`src/logic/gts_pkg.sv`:
```
package gts_pkg;
	// -----------------------------------------------------------------
	// register map and fields
	// -----------------------------------------------------------------
	localparam logic [7:0] ADDR_CTRL = 8'h00;
	localparam logic [7:0] ADDR_CMD  = 8'h04;
	localparam logic [7:0] ADDR_STAT = 8'h08;
	localparam int CTRL_START   = 0;
	localparam int CTRL_RENDER  = 1;
	localparam int CTRL_STREAM  = 2;
	localparam int CTRL_LIM_LSB = 8;
	localparam int CTRL_ENT_LSB = 16;
	localparam int CMD_OP_LSB   = 0;
	localparam int CMD_TOPO_LSB = 4;
	localparam int CMD_FIRST    = 9;
	localparam int CMD_LAST     = 10;
	localparam int CMD_ADV      = 11;
	localparam int CMD_USED     = 12;
	localparam int CMD_BUF_LSB  = 13;
	localparam int CMD_DW_LSB   = 16;
	localparam int CMD_ELEM_LSB = 20;
	localparam int STAT_BUSY    = 8;
	localparam int STAT_GRANT   = 9;
	localparam int STAT_OPEN    = 10;
	localparam int STAT_RET_LSB = 16;
	localparam int STAT_HND_LSB = 24;
	// error bits of the status register
	localparam int ERR_TOPO   = 0;
	localparam int ERR_ORDER  = 1;
	localparam int ERR_RETAIN = 2;
	localparam int ERR_CONFIG = 3;
	localparam int ERR_PRIM   = 4;
	// -----------------------------------------------------------------
	// commands, message kinds, topology codes, reset values
	// -----------------------------------------------------------------
	localparam logic [1:0] OP_VERTEX  = 2'h0;
	localparam logic [1:0] OP_STREAM  = 2'h1;
	localparam logic [1:0] OP_END     = 2'h2;
	localparam logic [1:0] MSG_TURN   = 2'h0;
	localparam logic [1:0] MSG_VSTORE = 2'h1;
	localparam logic [1:0] MSG_STREAM = 2'h2;
	localparam logic [4:0] TOPO_NONE     = 5'h00;
	localparam logic [4:0] TOPO_QUADLIST = 5'h07;
	localparam logic [4:0] TOPO_QUADSTRP = 5'h08;
	localparam logic [4:0] TOPO_LL_ADJ   = 5'h09;
	localparam logic [4:0] TOPO_LS_ADJ   = 5'h0a;
	localparam logic [4:0] TOPO_TL_ADJ   = 5'h0c;
	localparam logic [4:0] TOPO_TS_ADJ   = 5'h0d;
	localparam logic [4:0] TOPO_LINELOOP = 5'h10;
	localparam logic [5:0] MAX_RETAIN    = 6'h20;
	localparam logic [3:0] RST_LIMIT     = 4'h1;
	localparam logic [3:0] STREAM_LIMIT  = 4'h1;
	typedef enum logic [2:0] {
		ST_IDLE, ST_TURN, ST_WAITWB, ST_RUN, ST_SEND
	} gts_state_t;
endpackage

```
`src/logic/gts_thread_sequencer.sv`:
```
// Functional notes
// RULE1: the stage lets only one thread emit vertex entries at a time
// RULE2: a rendering thread requests its output turn before any vertex
// RULE3: the stage holds the turn writeback until this thread may emit
// RULE4: the stage grants turns in dispatch order
// RULE5: the last vertex-store write before ending is a committed write
// RULE6: only point, line, triangle, polygon and rectangle topologies sent
// RULE7: every vertex carries a sane topology tag and first/last flags
// RULE8: the stage tolerates primitives with too few or many vertices
// RULE9: the stage samples tag and flags only once the handle completes
// RULE10: retained handles never exceed the lesser of 32 and entries
// RULE11: stream output forces the stage thread limit to one
// RULE12: a stream write stores 1 to 4 doublewords, clipped at buffer end
// RULE13: stream target element fits a 16-element structure, 1-4 dwords
// RULE14: stream writes leave gaps between written elements untouched
// RULE15: no start while the stage has zero vertex-store entries
// RULE16: the stage keeps four stream buffer indices
// RULE17: the stage hands the indices in payload register R1 when enabled
// RULE18: stream write targets come from the initial payload indices
// RULE19: the stage advances its indices on request, passed to next thread
// RULE20: the stage reloads indices from a dedicated state command
// RULE21: the thread ends with a write holding end-of-thread and complete
// RULE22: each payload index is an unsigned 32-bit initial value
//
// Our own choices: the address map and register access over APB.
`timescale 1ns/1ns
module gts_thread_sequencer (
	input  wire logic         ref_clk,
	input  wire logic         rst,
	input  wire logic         psel,
	input  wire logic         penable,
	input  wire logic         pwrite,
	input  wire logic [7:0]   paddr,
	input  wire logic [31:0]  pwdata,
	output logic      [31:0]  prdata,
	output logic              pready,
	output logic              pslverr,
	input  wire logic         payValid,
	input  wire logic [127:0] payIndex,
	input  wire logic [7:0]   payHandle,
	output logic              msgValid,
	input  wire logic         msgReady,
	output logic      [1:0]   msgKind,
	output logic      [7:0]   msgHandle,
	output logic      [4:0]   msgTopology,
	output logic              msgFirst,
	output logic              msgLast,
	output logic              msgComplete,
	output logic              msgAlloc,
	output logic              msgEot,
	output logic              msgUsed,
	output logic              msgCommit,
	output logic      [1:0]   msgBuf,
	output logic      [1:0]   msgDwords,
	output logic      [3:0]   msgElem,
	output logic      [31:0]  msgIndex,
	output logic              msgAdvance,
	input  wire logic         wbValid,
	input  wire logic [7:0]   wbHandle,
	output logic      [3:0]   cfgThreadLimit,
	output logic              cfgStreamEn
);
	// -----------------------------------------------------------------
	// state
	// -----------------------------------------------------------------
	typedef struct packed {
		gts_pkg::gts_state_t state;
		logic        pready;
		logic        pslverr;
		logic [31:0] prdata;
		logic        renderEn;
		logic        streamEn;
		logic [3:0]  limit;
		logic [7:0]  entries;
		logic        granted;
		logic        openPrim;
		logic [7:0]  handle;
		logic [5:0]  retained;
		logic [4:0]  err;
		logic [3:0][31:0] idx;
		logic        mValid;
		logic [1:0]  mKind;
		logic [4:0]  mTopo;
		logic        mFirst;
		logic        mLast;
		logic        mCompl;
		logic        mAlloc;
		logic        mEot;
		logic        mUsed;
		logic        mCommit;
		logic [1:0]  mBuf;
		logic [1:0]  mDw;
		logic [3:0]  mElem;
		logic [31:0] mIndex;
		logic        mAdv;
	} gts_regs_t;

	gts_regs_t s_r;
	gts_regs_t s_nxt;
	logic       acc;
	logic [4:0] errSet;
	logic [4:0] errClr;
	logic [5:0] retLimit;
	logic [1:0] op;
	logic [4:0] topo;
	logic [7:0] entNew;

	// topologies that may leave a geometry thread
	function automatic logic topoValid(input logic [4:0] t);
		return !(t inside {gts_pkg::TOPO_NONE, gts_pkg::TOPO_QUADLIST,
			gts_pkg::TOPO_QUADSTRP, gts_pkg::TOPO_LL_ADJ,
			gts_pkg::TOPO_LS_ADJ, gts_pkg::TOPO_TL_ADJ,
			gts_pkg::TOPO_TS_ADJ, gts_pkg::TOPO_LINELOOP});
	endfunction

	// -----------------------------------------------------------------
	// next state
	// -----------------------------------------------------------------
	// handle ceiling is the lesser of 32 and the entry count
	assign retLimit = (s_r.entries < {2'h0, gts_pkg::MAX_RETAIN}) ?
		s_r.entries[5:0] : gts_pkg::MAX_RETAIN; // RULE10
	assign op     = pwdata[gts_pkg::CMD_OP_LSB +: 2];
	assign topo   = pwdata[gts_pkg::CMD_TOPO_LSB +: 5];
	assign entNew = pwdata[gts_pkg::CTRL_ENT_LSB +: 8];

	always_comb begin
		s_nxt = s_r;
		acc = psel && penable && !s_r.pready;
		errSet = 5'h00;
		errClr = 5'h00;
		s_nxt.pready = acc;
		s_nxt.pslverr = 1'b0;
		s_nxt.prdata = 32'h0;
		// initial indices and handle from the dispatched payload
		if (s_r.state == gts_pkg::ST_IDLE && payValid) begin
			s_nxt.idx = payIndex; // RULE18
			s_nxt.handle = payHandle;
		end
		// message channel progress
		case (s_r.state)
			gts_pkg::ST_TURN: if (msgReady) begin
				s_nxt.mValid = 1'b0;
				s_nxt.state = gts_pkg::ST_WAITWB;
			end
			gts_pkg::ST_WAITWB: if (wbValid) begin
				// stall here until the stage grants our turn
				s_nxt.handle = wbHandle; // RULE3
				s_nxt.retained = s_r.retained + 6'h1;
				s_nxt.granted = 1'b1;
				s_nxt.state = gts_pkg::ST_RUN;
			end
			gts_pkg::ST_SEND: if (msgReady) begin
				s_nxt.mValid = 1'b0;
				if (s_r.mKind == gts_pkg::MSG_VSTORE && s_r.mCompl)
					s_nxt.retained = s_r.retained - 6'h1; // RULE10
				if (s_r.mKind == gts_pkg::MSG_STREAM && s_r.mAdv)
					s_nxt.idx[s_r.mBuf] = s_r.mIndex + 32'h1; // RULE19
				if (s_r.mEot) begin
					s_nxt.granted = 1'b0;
					s_nxt.state = gts_pkg::ST_IDLE;
				end else if (s_r.mAlloc)
					s_nxt.state = gts_pkg::ST_WAITWB;
				else
					s_nxt.state = gts_pkg::ST_RUN;
			end
			default: ;
		endcase
		// register writes
		if (acc && pwrite) begin
			case (paddr)
				gts_pkg::ADDR_CTRL: if (s_r.state != gts_pkg::ST_IDLE)
					s_nxt.pslverr = 1'b1;
				else begin
					s_nxt.renderEn = pwdata[gts_pkg::CTRL_RENDER];
					s_nxt.streamEn = pwdata[gts_pkg::CTRL_STREAM];
					s_nxt.entries = entNew;
					s_nxt.limit = pwdata[gts_pkg::CTRL_LIM_LSB +: 4];
					if (pwdata[gts_pkg::CTRL_STREAM]) begin
						// ordered stream output needs one thread
						s_nxt.limit = gts_pkg::STREAM_LIMIT; // RULE11
						if (pwdata[gts_pkg::CTRL_LIM_LSB +: 4] !=
							gts_pkg::STREAM_LIMIT)
							errSet[gts_pkg::ERR_CONFIG] = 1'b1;
					end
					if (pwdata[gts_pkg::CTRL_START]) begin
						if (entNew == 8'h00)
							errSet[gts_pkg::ERR_CONFIG] = 1'b1; // RULE15
						else if (pwdata[gts_pkg::CTRL_RENDER]) begin
							s_nxt.mValid = 1'b1; // RULE2
							s_nxt.mKind = gts_pkg::MSG_TURN;
							s_nxt.state = gts_pkg::ST_TURN;
						end else begin
							s_nxt.retained = 6'h1;
							s_nxt.state = gts_pkg::ST_RUN;
						end
					end
				end
				gts_pkg::ADDR_CMD: if (s_r.state != gts_pkg::ST_RUN) begin
					s_nxt.pslverr = 1'b1;
					errSet[gts_pkg::ERR_ORDER] = 1'b1;
				end else begin
					s_nxt.mKind = gts_pkg::MSG_VSTORE;
					s_nxt.mTopo = topo;
					s_nxt.mFirst = pwdata[gts_pkg::CMD_FIRST];
					s_nxt.mLast = pwdata[gts_pkg::CMD_LAST];
					s_nxt.mCompl = 1'b1;
					s_nxt.mAlloc = 1'b0;
					s_nxt.mEot = 1'b0;
					s_nxt.mCommit = 1'b0;
					s_nxt.mUsed = pwdata[gts_pkg::CMD_USED];
					s_nxt.mBuf = pwdata[gts_pkg::CMD_BUF_LSB +: 2];
					s_nxt.mDw = pwdata[gts_pkg::CMD_DW_LSB +: 2];
					s_nxt.mElem = pwdata[gts_pkg::CMD_ELEM_LSB +: 4];
					s_nxt.mAdv = pwdata[gts_pkg::CMD_ADV];
					s_nxt.mIndex = s_r.idx[pwdata[gts_pkg::CMD_BUF_LSB +: 2]];
					unique case (op)
						gts_pkg::OP_VERTEX:
						if (!s_r.renderEn || !s_r.granted) begin
							s_nxt.pslverr = 1'b1;
							errSet[gts_pkg::ERR_ORDER] = 1'b1; // RULE2
						end else if (!topoValid(topo)) begin
							s_nxt.pslverr = 1'b1;
							errSet[gts_pkg::ERR_TOPO] = 1'b1; // RULE6
						end else if (s_r.retained == 6'h0 ||
							s_r.retained > retLimit) begin
							s_nxt.pslverr = 1'b1;
							errSet[gts_pkg::ERR_RETAIN] = 1'b1; // RULE10
						end else begin
							// vertex completes now and fetches the next handle
							s_nxt.mAlloc = 1'b1;
							s_nxt.mValid = 1'b1;
							s_nxt.state = gts_pkg::ST_SEND;
							if (!pwdata[gts_pkg::CMD_FIRST] && !s_r.openPrim)
								errSet[gts_pkg::ERR_PRIM] = 1'b1; // RULE7
							if (pwdata[gts_pkg::CMD_FIRST])
								s_nxt.openPrim = 1'b1;
							if (pwdata[gts_pkg::CMD_LAST])
								s_nxt.openPrim = 1'b0;
						end
						gts_pkg::OP_STREAM: if (!s_r.streamEn) begin
							s_nxt.pslverr = 1'b1;
							errSet[gts_pkg::ERR_CONFIG] = 1'b1;
						end else begin
							// element and dword count fields cap the target
							s_nxt.mKind = gts_pkg::MSG_STREAM; // RULE13
							s_nxt.mValid = 1'b1;
							s_nxt.state = gts_pkg::ST_SEND;
						end
						gts_pkg::OP_END: begin
							if (s_r.openPrim)
								errSet[gts_pkg::ERR_PRIM] = 1'b1; // RULE7
							s_nxt.openPrim = 1'b0;
							s_nxt.mEot = 1'b1; // RULE21
							s_nxt.mCommit = 1'b1; // RULE5
							s_nxt.mValid = 1'b1;
							s_nxt.state = gts_pkg::ST_SEND;
						end
						default: begin
							s_nxt.pslverr = 1'b1;
							errSet[gts_pkg::ERR_ORDER] = 1'b1;
						end
					endcase
				end
				gts_pkg::ADDR_STAT: errClr = pwdata[4:0];
				default: s_nxt.pslverr = 1'b1;
			endcase
		end
		// register reads
		if (acc && !pwrite) begin
			case (paddr)
				gts_pkg::ADDR_CTRL: s_nxt.prdata = {8'h0, s_r.entries,
					4'h0, s_r.limit, 5'h0, s_r.streamEn, s_r.renderEn, 1'b0};
				gts_pkg::ADDR_STAT: s_nxt.prdata = {s_r.handle, 2'h0,
					s_r.retained, 5'h0, s_r.openPrim, s_r.granted,
					s_r.state != gts_pkg::ST_IDLE, 3'h0, s_r.err};
				gts_pkg::ADDR_CMD: s_nxt.prdata = 32'h0;
				default: s_nxt.pslverr = 1'b1;
			endcase
		end
		// a new error wins over a clear in the same cycle
		s_nxt.err = (s_r.err & ~errClr) | errSet;
	end

	// -----------------------------------------------------------------
	// registers
	// -----------------------------------------------------------------
	always_ff @(posedge ref_clk) begin
		if (rst) begin
			s_r <= '0;
			s_r.state <= gts_pkg::ST_IDLE;
			s_r.limit <= gts_pkg::RST_LIMIT;
		end else
			s_r <= s_nxt;
	end

	// outputs straight from the state register
	assign prdata = s_r.prdata;
	assign pready = s_r.pready;
	assign pslverr = s_r.pslverr;
	assign msgValid = s_r.mValid;
	assign msgKind = s_r.mKind;
	assign msgHandle = s_r.handle;
	assign msgTopology = s_r.mTopo;
	assign msgFirst = s_r.mFirst;
	assign msgLast = s_r.mLast;
	assign msgComplete = s_r.mCompl;
	assign msgAlloc = s_r.mAlloc;
	assign msgEot = s_r.mEot;
	assign msgUsed = s_r.mUsed;
	assign msgCommit = s_r.mCommit;
	assign msgBuf = s_r.mBuf;
	assign msgDwords = s_r.mDw; // RULE12
	assign msgElem = s_r.mElem;
	assign msgIndex = s_r.mIndex;
	assign msgAdvance = s_r.mAdv;
	assign cfgThreadLimit = s_r.limit;
	assign cfgStreamEn = s_r.streamEn; // RULE17

	logic        vtxMsg;
	logic [31:0] curIdx;
	assign vtxMsg = msgValid && msgKind == gts_pkg::MSG_VSTORE && !msgEot;
	assign curIdx = s_r.idx[s_r.mBuf];
endmodule

```
`config.mk`:
```
export PLATFORM = sky130hd
export DESIGN_NAME = gts_thread_sequencer
export DESIGN_NICKNAME = d
export VERILOG_FILES = /design/src/logic/gts_pkg.sv /design/src/logic/gts_thread_sequencer.sv
export SDC_FILE = /design/constraint.sdc
export NUM_CORES = 1
export LEC_CHECK = 0
export ABC_AREA = 1
export BUFFER_PORTS_ARGS = -buffer_cell sky130_fd_sc_hd__buf_2
export CORE_MARGIN = 4
export CORE_UTILIZATION = 45
export DETAILED_ROUTE_END_ITERATION = 6
export PLACE_DENSITY = 0.67
export SLEW_MARGIN = 15
export SYNTH_ARGS = -nofsm -noshare
export SYNTH_HDL_FRONTEND = slang
export SYNTH_SLANG_ARGS = --single-unit
```
`constraint.sdc`:
```
create_clock -name ref_clk -period 2.1 [get_ports ref_clk]
set_input_delay 0.21 -clock ref_clk [delete_from_list [all_inputs] [get_ports ref_clk]]
set_output_delay 0.21 -clock ref_clk [all_outputs]
set_load 0.02 [all_outputs]
```
==> results of run 1 <==
-- registers in the layout (all words and copies together), names as in the netlist, 2 cells and up --
signal / count
cfgThreadLimit: 4
msgBuf: 2
msgDwords: 2
msgElem: 4
msgHandle: 8
msgIndex: 32
msgKind: 2
msgTopology: 5
prdata: 25
s_r: 153
-- layout make-up --
class | count | area, um2
clock inverter | 6 | 105
timing repair buffer | 417 | 2770
clock buffer | 43 | 828
tap | 390 | 488
sequential | 248 | 4970
multi-input combinational | 1311 | 6760
fill | 2815 | 13000
inverter | 221 | 833
-- placed cells by master (no fill, tap or decap), types with 6 or more instances in the layout --
cell and instances:
nand2_1 363, buf_2 277, dfxtp_1 245, o21ai_0 214, inv_1 204, nand3_1 174
a21oi_1 174, nor2_1 125, buf_4 70, dlygate4sd3_1 54, clkbuf_16 29, a211oi_1 28
nor3_1 26, nand4_1 20, buf_12 16, xor2_1 14, nor3b_1 14, inv_2 13
nand2_2 13, o211ai_1 13, a221oi_1 12, or2_2 11, o21ai_1 11, a31oi_1 10
clkbuf_1 9, nor2_4 8, nor2_2 8, a311oi_1 8, a221oi_2 8, conb_1 7
nor3_4 6, ha_1 6
-- power by group through the flow --
stage / combinational (uW) / clock, uW / sequential (uW)
floorplan: 873 / 0 / 5080
global placement: 1330 / 0 / 5090
global route: 1620 / 5310 / 5020
detailed placement: 1350 / 0 / 5100
finish: 1460 / 5080 / 5000
CTS: 1440 / 5120 / 4990
-- kinds of logic (layout without fill, tap and decap cells) --
kind of cell               count (synthesis)  after routing  share of synthesized area, %
and+or+nand+nor                          788            788                          26.3
muxes                                      1              1                        0.0735
buffers and inverters                    426            687                          15.0
DFF                                      248            248                          36.4
AOI/OAI and AO/OA                        489            489                          20.2
xor gates and xnor gates                  16             16                          1.03
other                                      1              7                        0.0275
adders and majority gates                 10             10                         0.918
-- repair_timing --
item | CTS | global route
resized for setup | 9 | 26
setup endpoints to repair | 10 | 24
setup buffers | 2 | 4
hold endpoints to repair | 56 | 0
hold buffers | 54 | 0
pin swaps | 6 | 14
-- how the worst max path moves through the flow --
stage	start	slack [ns]	end
finish	s_r[211]	-0.04	s_r[188]
floorplan	s_r[211]	0.19	s_r[203]
detailed placement	s_r[211]	-0.15	s_r[203]
global route	s_r[212]	-0.18	pslverr
CTS	s_r[212]	-0.01	pslverr
global placement	s_r[211]	-0.04	s_r[203]
-- through the flow --
step	hold slack, ns	cells	total power, uW	TNS [ns]
2_1_floorplan	0.344	1985	5950	0
3_3_place_gp	0.447	2527	6420	-0.0446
6_report	0.00264	2636	11500	-0.0623
3_5_place_dp	0.456	2527	6440	-0.368
5_1_grt	0.00531	2636	11900	-1.02
4_1_cts	0.000141	2632	11600	-0.0108
-- layer usage --
metal  vias to the layer above  share of wire, %  GRT usage, %
li1                       6974                 -             -
met1                      6724                42          36.1
met2                       696                46          43.8
met3                       115               9.0          5.21
met4                         0               3.7          9.64
met5                         -                 0             0
-- worst max-delay path: stages, from the launching register on --
cell and delay (ns):
dfxtp_1 0.30, nor2_1 0.09, nand2_1 0.10, inv_2 0.13
nand2_2 0.06, ha_1 0.29, nand2_2 0.10, nor2_4 0.04
nand2_1 0.06, nand3_1 0.08, nand2_2 0.08, buf_4 0.11
buf_4 0.10, nand4_1 0.09, o31ai_1 0.22, nand3_1 0.11
a21oi_1 0.13
==> results.py, run 1 <==
metrics = {
    "run_status": {
        "outcome": "complete, but fails checks",
        "violations": "setup timing",
    },
    "synth": {
        "synthCells": 1979,
        "synth_area_leaders": "dfxtp_1 36%, nand2_1 10%, o21ai_0 8.1%",
        "ys.flop_type": "dfxtp_1",
        "yosysMostFrequentCell": "nand2_1",
        "syn_area_um2": 13600,
        "ys_seq_area_share_pct": 36.4,
        "syn-mean-instance-area_um2": 6.88,
        "synth_top_area_share_pct": 36.4,
        "synth_top_cell_by_area": "dfxtp_1",
        "ys_ff_latch": 248,
        "synth_cell_types": 52,
        "async_reset_ff_share_pct": 0,
        "yosys_warnings": 0,
        "synth_common_cells": "372 x nand2_1, 248 x dfxtp_1, 220 x o21ai_0",
        "synth-edff-count": 0,
    },
    "clocking": {
        "cts_buffer_depth": 3,
        "cts_buffers": 28,
        "cts_sinks": 248,
        "root_buffer": "clkbuf_16",
        "clk_latency_ns": 0.55,
        "cts_max_level": 1,
        "clkTransAtPathRegs_ns": 0.06,
        "cts_tree": "done",
    },
    "floorplanning": {
        "ios": 295,
        "core-area_um2": 29700,
        "rows": 63,
        "die_h_um": 182,
        "initial_core_util_pct": 45.8,
        "die_w_um": 182,
        "die-area_um2": 33100,
    },
    "cells_and_area": {
        "syn_to_final_growth_pct": 23.0,
        "final_net_count": 2429,
        "design_area_um2": 16800,
        "drive_above_1_share_pct": 22.1,
        "fin_util_pct": 56.4,
        "num_antenna_cells": 0,
    },
    "detailed_routing": {
        "avgRoutedWirePerCell_um": 18.2,
        "vias": 14500,
        "drc": 0,
        "drt-total-wl_um": 48100,
        "ant_nets": 0,
        "via_per_inst": 5.50,
        "drt_iter0_markers": 1498,
        "dr.pass1.iters": 6,
    },
    "worst_setup_path": {
        "cp-end-kind": "register",
        "regToRegSetupSlack_ns": -0.04,
        "worstPathArrival_ns": 2.62,
        "crit_path_start_kind": "register",
        "cp_max_fo": 5,
        "rr_worst_depth": 16,
        "r2r-start": "s_r[211]",
        "timing.rr.end": "s_r[188]",
        "crit_type": "reg2reg",
        "cp.required_ns": 2.58,
    },
    "min_path": {
        "hp-class": "in2reg",
        "hold_depth": 5,
        "hp-start": "payIndex[91]",
        "min_to": "s_r[147]",
    },
    "place": {
        "io_buffers": 278,
        "pre_cts_ws_ns": -0.152,
        "dpl.hpwl_um": 32800,
        "gp_congestion": 0.963,
        "placed_area_um2": 15100,
    },
    "sta": {
        "finalMaxSlewViolations": 0,
        "fin_crit_ns": 2.14,
        "worst_slack_ns": -0.0419,
        "rsz0062_at_grt": "yes",
        "setup_violations": 3,
        "slew_headroom_pct": 42.1,
        "finalHoldViolCount": 0,
        "clock_skew_ns": 0.00936,
        "period_share_pct": 102,
        "tightest_slew_ns": 0.869,
        "max_freq_mhz": 467,
    },
    "global_routing": {
        "antenna_found_initial": 0,
        "gr-total-overflow": 0,
        "grt_pass1_wl_um": 73500,
        "grt_usage_pct": 27.1,
        "first_global_vias": 13500,
        "grt_max_degree": 110,
    },
    "power": {
        "irDropWorstVdd_mv": 0.650,
        "intPower_uw": 8550,
        "pwr-share-clk_pct": 44.0,
        "p_leak_uw": 0.00765,
        "power.switching_uw": 2980,
        "comb_power_share_pct": 12.6,
        "power_per_cell_area_nw_per_um2": 688,
        "switching_share_pct": 25.9,
        "p_seq_share_pct": 43.3,
    },
    "job": {
        "drv_cap": 0,
    },
}
Note: power is estimated with default switching activity, not from simulation.
==> inputs of run 2 (changes only) <==
==> constraint.sdc (replaced) <==
create_clock -name ref_clk -period 2.1 [get_ports ref_clk]
set_input_delay 0.42 -clock ref_clk [delete_from_list [all_inputs] [get_ports ref_clk]]
set_output_delay 0.42 -clock ref_clk [all_outputs]
set_load 0.02 [all_outputs]
==> run 2 against run 1 <==
Compared with the run above:
- the run now ends clean
- non-clock buffer count shrank 40
- largest power group is now sequential cells
- sequential cell count stayed put
- critical endpoint is now pslverr
- total power shrank 2.4%
- hold slack better by 0.090 ns
- highest routed layer is now met5
- count of clock-buffer cells in the layout down 6
- clock power shrank 3.9%
==> results.py, run 2 (synthesis results as in run 1) <==
metrics = {
    "global_routing": {
        "grt_max_degree": 110,
        "use_met1_pct": 35.1,
        "grt.busiest_layer": "met2",
        "gr-total-overflow": 0,
        "antenna_found_initial": 1,
        "first_global_vias": 13400,
        "met2_usage_pct": 42.7,
        "grt_usage_pct": 26.3,
        "gr-usage-met3_pct": 4.55,
        "grt_pass1_wl_um": 71500,
    },
    "sta": {
        "rsz0062_at_grt": "yes",
        "finalHoldViolCount": 0,
        "slew_headroom_pct": 59.5,
        "clock_skew_ns": 0.0140,
        "holdWs_ns": 0.0930,
        "tns_ns": 0,
        "fin_crit_ns": 2.09,
        "setup_violations": 0,
        "period_share_pct": 99.5,
        "worst_slack_ns": 0.0102,
        "max_freq_mhz": 479,
        "tightest_slew_ns": 0.606,
        "finalMaxSlewViolations": 0,
    },
    "detailed_routing": {
        "via_per_inst": 5.50,
        "avgRoutedWirePerCell_um": 18.1,
        "ant_nets": 0,
        "dr.pass1.iters": 6,
        "vias": 14300,
        "drt_iter0_markers": 1164,
        "drt-total-wl_um": 47000,
        "drc": 0,
    },
    "power": {
        "p_leak_uw": 0.00750,
        "p_seq_share_pct": 44.4,
        "comb_power_share_pct": 12.2,
        "power.switching_uw": 2930,
        "power_uw": 11300,
        "irDropWorstVdd_mv": 0.621,
        "power_per_cell_area_nw_per_um2": 685,
        "pwr-share-clk_pct": 43.3,
        "switching_share_pct": 26.1,
        "intPower_uw": 8320,
    },
    "worst_setup_path": {
        "crit_path_start_kind": "register",
        "cp-end-kind": "register",
        "crit_type": "reg2reg",
        "worstPathArrival_ns": 2.51,
        "cp.required_ns": 2.52,
        "cp_max_fo": 5,
    },
    "clocking": {
        "cts_buffer_depth": 3,
        "clk_latency_ns": 0.55,
        "cts_sinks": 248,
        "cts_buffers": 28,
        "cts_max_level": 1,
        "clkTransAtPathRegs_ns": 0.06,
        "cts_tree": "done",
        "root_buffer": "clkbuf_16",
    },
    "cells_and_area": {
        "fin_cells": 2597,
        "drive_above_1_share_pct": 24.0,
        "final_common_cell": "nand2_1",
        "final_net_count": 2389,
        "regMostFlops": "s_r",
        "syn_to_final_growth_pct": 20.5,
        "layout_common_cells": "361 x nand2_1, 277 x buf_2, 241 x dfxtp_1",
        "largest_register_ffs": 153,
    },
    "floorplanning": {
        "die_h_um": 182,
        "initial_core_util_pct": 45.8,
        "rows": 63,
        "core-area_um2": 29700,
        "die-area_um2": 33100,
        "ios": 295,
        "die_w_um": 182,
    },
    "place": {
        "io_buffers": 278,
        "dp.cells": 2542,
        "pre_cts_ws_ns": -0.152,
        "dpl.hpwl_um": 32900,
        "gp_congestion": 0.947,
    },
    "run_status": {
        "outcome": "finished, final reports clean",
    },
    "min_path": {
        "hp-class": "in2reg",
    },
    "job": {
        "drv_cap": 0,
    },
}
## run 2: worst paths after layout
kind | from | endpoint | slack (ns) | depth (start not counted)
max | s_r[211] | pslverr | 0.01 | 16
min | rst | pready | 0.09 | 2
max reg2reg | s_r[211] | pslverr | 0.01 | 16
min reg2reg | s_r[188] | s_r[188] | 0.46 | 2
## run 2: what timing repair did
item,in CTS,in global routing
endpoints found under the setup margin,7,41
setup buffers,0,5
pin swaps,7,22
resized for setup,9,42
hold buffers,0,0
## run 2: power groups by stage
stage,clock network (uW),logic (uW),registers [uW]
CTS,4950,1370,4990
global route,5130,1530,5020
detailed placement,0,1360,5100
floorplan,0,873,5080
finish,4880,1380,5000
global placement,0,1340,5090
## run 2: final cells by class
cell class                      instances  area [um2]
Multi-Input combinational cell       1311        6830
Clock inverter                         11         111
Antenna cell                            2        5.00
Timing Repair Buffer                  377        2370
Clock buffer                           37         796
Fill cell                            2919       13300
Tap cell                              390         488
Sequential cell                       248        4970
Inverter                              221         836
## run 2: through the flow
stage / utilization, % / cell area, um2
detailed placement: 51.4 / 15300
global placement: 51.4 / 15300
CTS: 54.5 / 16200
global route: 55.2 / 16400
floorplan: - / 13600
finish: 55.2 / 16400
## run 2: routing by layer
layer	wire length (um)	vias up
li1	-	6884
met1	19700	6621
met2	21400	667
met3	4110	111
met4	1760	2
met5	7	-
## run 2: critical path: stages (launching register included)
cell     delay [ns]
dfxtp_2        0.32
nor2_2         0.11
nand2_2        0.08
inv_4          0.10
nand2_2        0.07
ha_4           0.28
nand2_2        0.07
nor2_4         0.10
nand3_2        0.08
nand2_2        0.09
nand3_2        0.09
nand2_1        0.07
nand4_1        0.16
nand2_1        0.14
o21ai_1        0.07
nand2_1        0.09
a21oi_2        0.05
==> inputs of run 3 (changes only) <==
--- a/config.mk
+++ b/config.mk
@@ -7,10 +7,10 @@
 export LEC_CHECK = 0
 export ABC_AREA = 1
 export BUFFER_PORTS_ARGS = -buffer_cell sky130_fd_sc_hd__buf_2
-export CORE_MARGIN = 4
+export CORE_MARGIN = 3
 export CORE_UTILIZATION = 45
 export DETAILED_ROUTE_END_ITERATION = 6
-export PLACE_DENSITY = 0.67
+export PLACE_DENSITY_LB_ADDON = 0.12
 export SLEW_MARGIN = 15
 export SYNTH_ARGS = -nofsm -noshare
 export SYNTH_HDL_FRONTEND = slang
==> run 3 against run 2 <==
Compared with the run above:
- design area decreased by 0.12%
- wire length increased by 1.1%
- maximum frequency increased by 0.90%
- critical path depth increased by 1
- non-clock buffer count decreased by 4
- sequential cell count unchanged
- clock power increased by 5.1%
- total power increased by 2.3%
- die area decreased by 2.2%
- count of clock-buffer cells in the layout increased by 4
- global-route usage increased by 1.6 points
- critical path type unchanged
==> results.py, run 3 (synthesis results as in run 1) <==
metrics = {
    "detailed_routing": {
        "drt_iter0_markers": 1260,
        "vias": 14100,
        "via_per_inst": 5.43,
        "ant_nets": 0,
        "drt-total-wl_um": 47500,
        "drc": 0,
        "avgRoutedWirePerCell_um": 18.3,
        "dr.pass1.iters": 6,
    },
    "worst_setup_path": {
        "crit_type": "reg2reg",
        "cp_max_fo": 5,
        "worstPathArrival_ns": 2.47,
        "crit_path_start_kind": "register",
        "crit_top_cell": "nand2_1",
        "cp_cell_sequence": "nor2_4, nand2_2, inv_4, nand2_1, ha_1, nand2_2, nor2_4, nand2_1, nand3_2, nand2_2, nand3_2, nand2_1, nand4_1, nand2_1, o21ai_1, nand2_1, a21oi_1",
        "max_stage_delay_ns": 0.33,
        "cp-end-kind": "register",
        "slowest_stage": "dfxtp_2",
        "cp.required_ns": 2.50,
        "regToRegSetupSlack_ns": 0.03,
    },
    "sta": {
        "rsz0062_at_grt": "yes",
        "period_share_pct": 98.6,
        "holdWs_ns": 0.109,
        "finalHoldViolCount": 0,
        "tns_ns": 0,
        "fin_crit_ns": 2.07,
        "tightest_slew_ns": 0.638,
        "clock_skew_ns": 0.0102,
        "max_freq_mhz": 483,
        "slew_headroom_pct": 57.5,
        "finalMaxSlewViolations": 0,
        "setup_violations": 0,
    },
    "clocking": {
        "cts_buffer_depth": 3,
        "cts_max_level": 1,
        "clkTransAtPathRegs_ns": 0.06,
        "cts_sinks": 248,
        "cts_tree": "done",
        "root_buffer": "clkbuf_16",
        "cts_buffers": 28,
        "clk_latency_ns": 0.54,
    },
    "cells_and_area": {
        "layout_common_cells": "364 x nand2_1, 277 x buf_2, 244 x dfxtp_1",
        "syn_to_final_growth_pct": 20.4,
        "drive_above_1_share_pct": 23.7,
        "num_antenna_cells": 0,
        "largest_register_ffs": 153,
        "regMostFlops": "s_r",
        "final_net_count": 2385,
        "final_common_cell": "nand2_1",
    },
    "job": {
        "drv_cap": 0,
    },
    "run_status": {
        "outcome": "finished, final reports clean",
    },
    "place": {
        "io_buffers": 278,
        "gp_congestion": 0.914,
        "dpl.hpwl_um": 33600,
    },
    "power": {
        "power_uw": 11500,
        "power_per_cell_area_nw_per_um2": 702,
        "p_leak_uw": 0.00754,
        "irDropWorstVdd_mv": 0.552,
    },
    "global_routing": {
        "grt_usage_pct": 27.9,
        "antenna_found_initial": 1,
        "gr-total-overflow": 0,
        "first_global_vias": 13100,
        "grt_pass1_wl_um": 73900,
        "grt_max_degree": 110,
    },
    "floorplanning": {
        "die-area_um2": 32400,
        "rows": 63,
        "ios": 295,
        "initial_core_util_pct": 45.8,
        "core-area_um2": 29700,
        "die_w_um": 180,
        "die_h_um": 180,
    },
    "min_path": {
        "hp-class": "in2reg",
    },
}
-- run 3: area by class of cell --
cell class	instances	area (um2)
fill	2986	13300
multi-input combinational	1311	6820
sequential	248	4970
timing repair buffer	373	2320
clock buffer	41	841
inverter	221	836
tap	390	488
clock inverter	9	123
-- run 3: repair_timing --
| action | 4_1_cts | 5_1_grt |
|---|---|---|
| pin swaps | 7 | 6 |
| gates resized for setup | 9 | 40 |
| gates cloned | 0 | 0 |
| setup buffers | 2 | 0 |
| hold buffers | 0 | 0 |
| endpoints found under the setup margin | 6 | 44 |
-- run 3: worst max-delay path: cells and delay by family, from the launching register on --
| kind | cells | cell delay [ns] |
|---|---|---|
| adder cells (fa/ha/maj) | 1 | 0.28 |
| AND/OR/NAND/NOR | 13 | 1.11 |
| AO/OA/AOI/OAI | 2 | 0.12 |
| buffers and inverters | 1 | 0.08 |
| flip-flops | 1 | 0.33 |
-- run 3: where the power goes --
| group | switching, uW | total (uW) | internal [uW] |
|---|---|---|---|
| sequential | 88.1 | 5000 | 4910 |
| clock | 2010 | 5130 | 3120 |
| combinational | 848 | 1380 | 532 |
-- run 3: worst paths after layout --
path              startpoint  endpoint  cells past startpoint
hold reg to reg     s_r[187]  s_r[187]                      2
setup / recovery    s_r[212]   pslverr                     17
setup reg to reg    s_r[212]   pslverr                     17
hold / removal           rst    pready                      2
-- run 3: layer usage --
layer	track usage [%]	up-vias	wire, um
met3	4.61	90	3670
li1	-	6881	-
met2	44.9	551	21800
met1	38.6	6563	20700
met4	8.20	2	1380
met5	0	-	15
-- run 3: through the flow --
step,cells,worst slack (ns),cell area [um2],utilization [%]
after floorplan,1985,0.191,13600,-
after global placement,2541,-0.111,15200,51.3
after detailed placement,2541,-0.135,15200,51.3
after CTS,2593,-0.0188,16200,54.6
after global routing,2593,-0.129,16400,55.2
final,2593,0.0288,16400,55.2
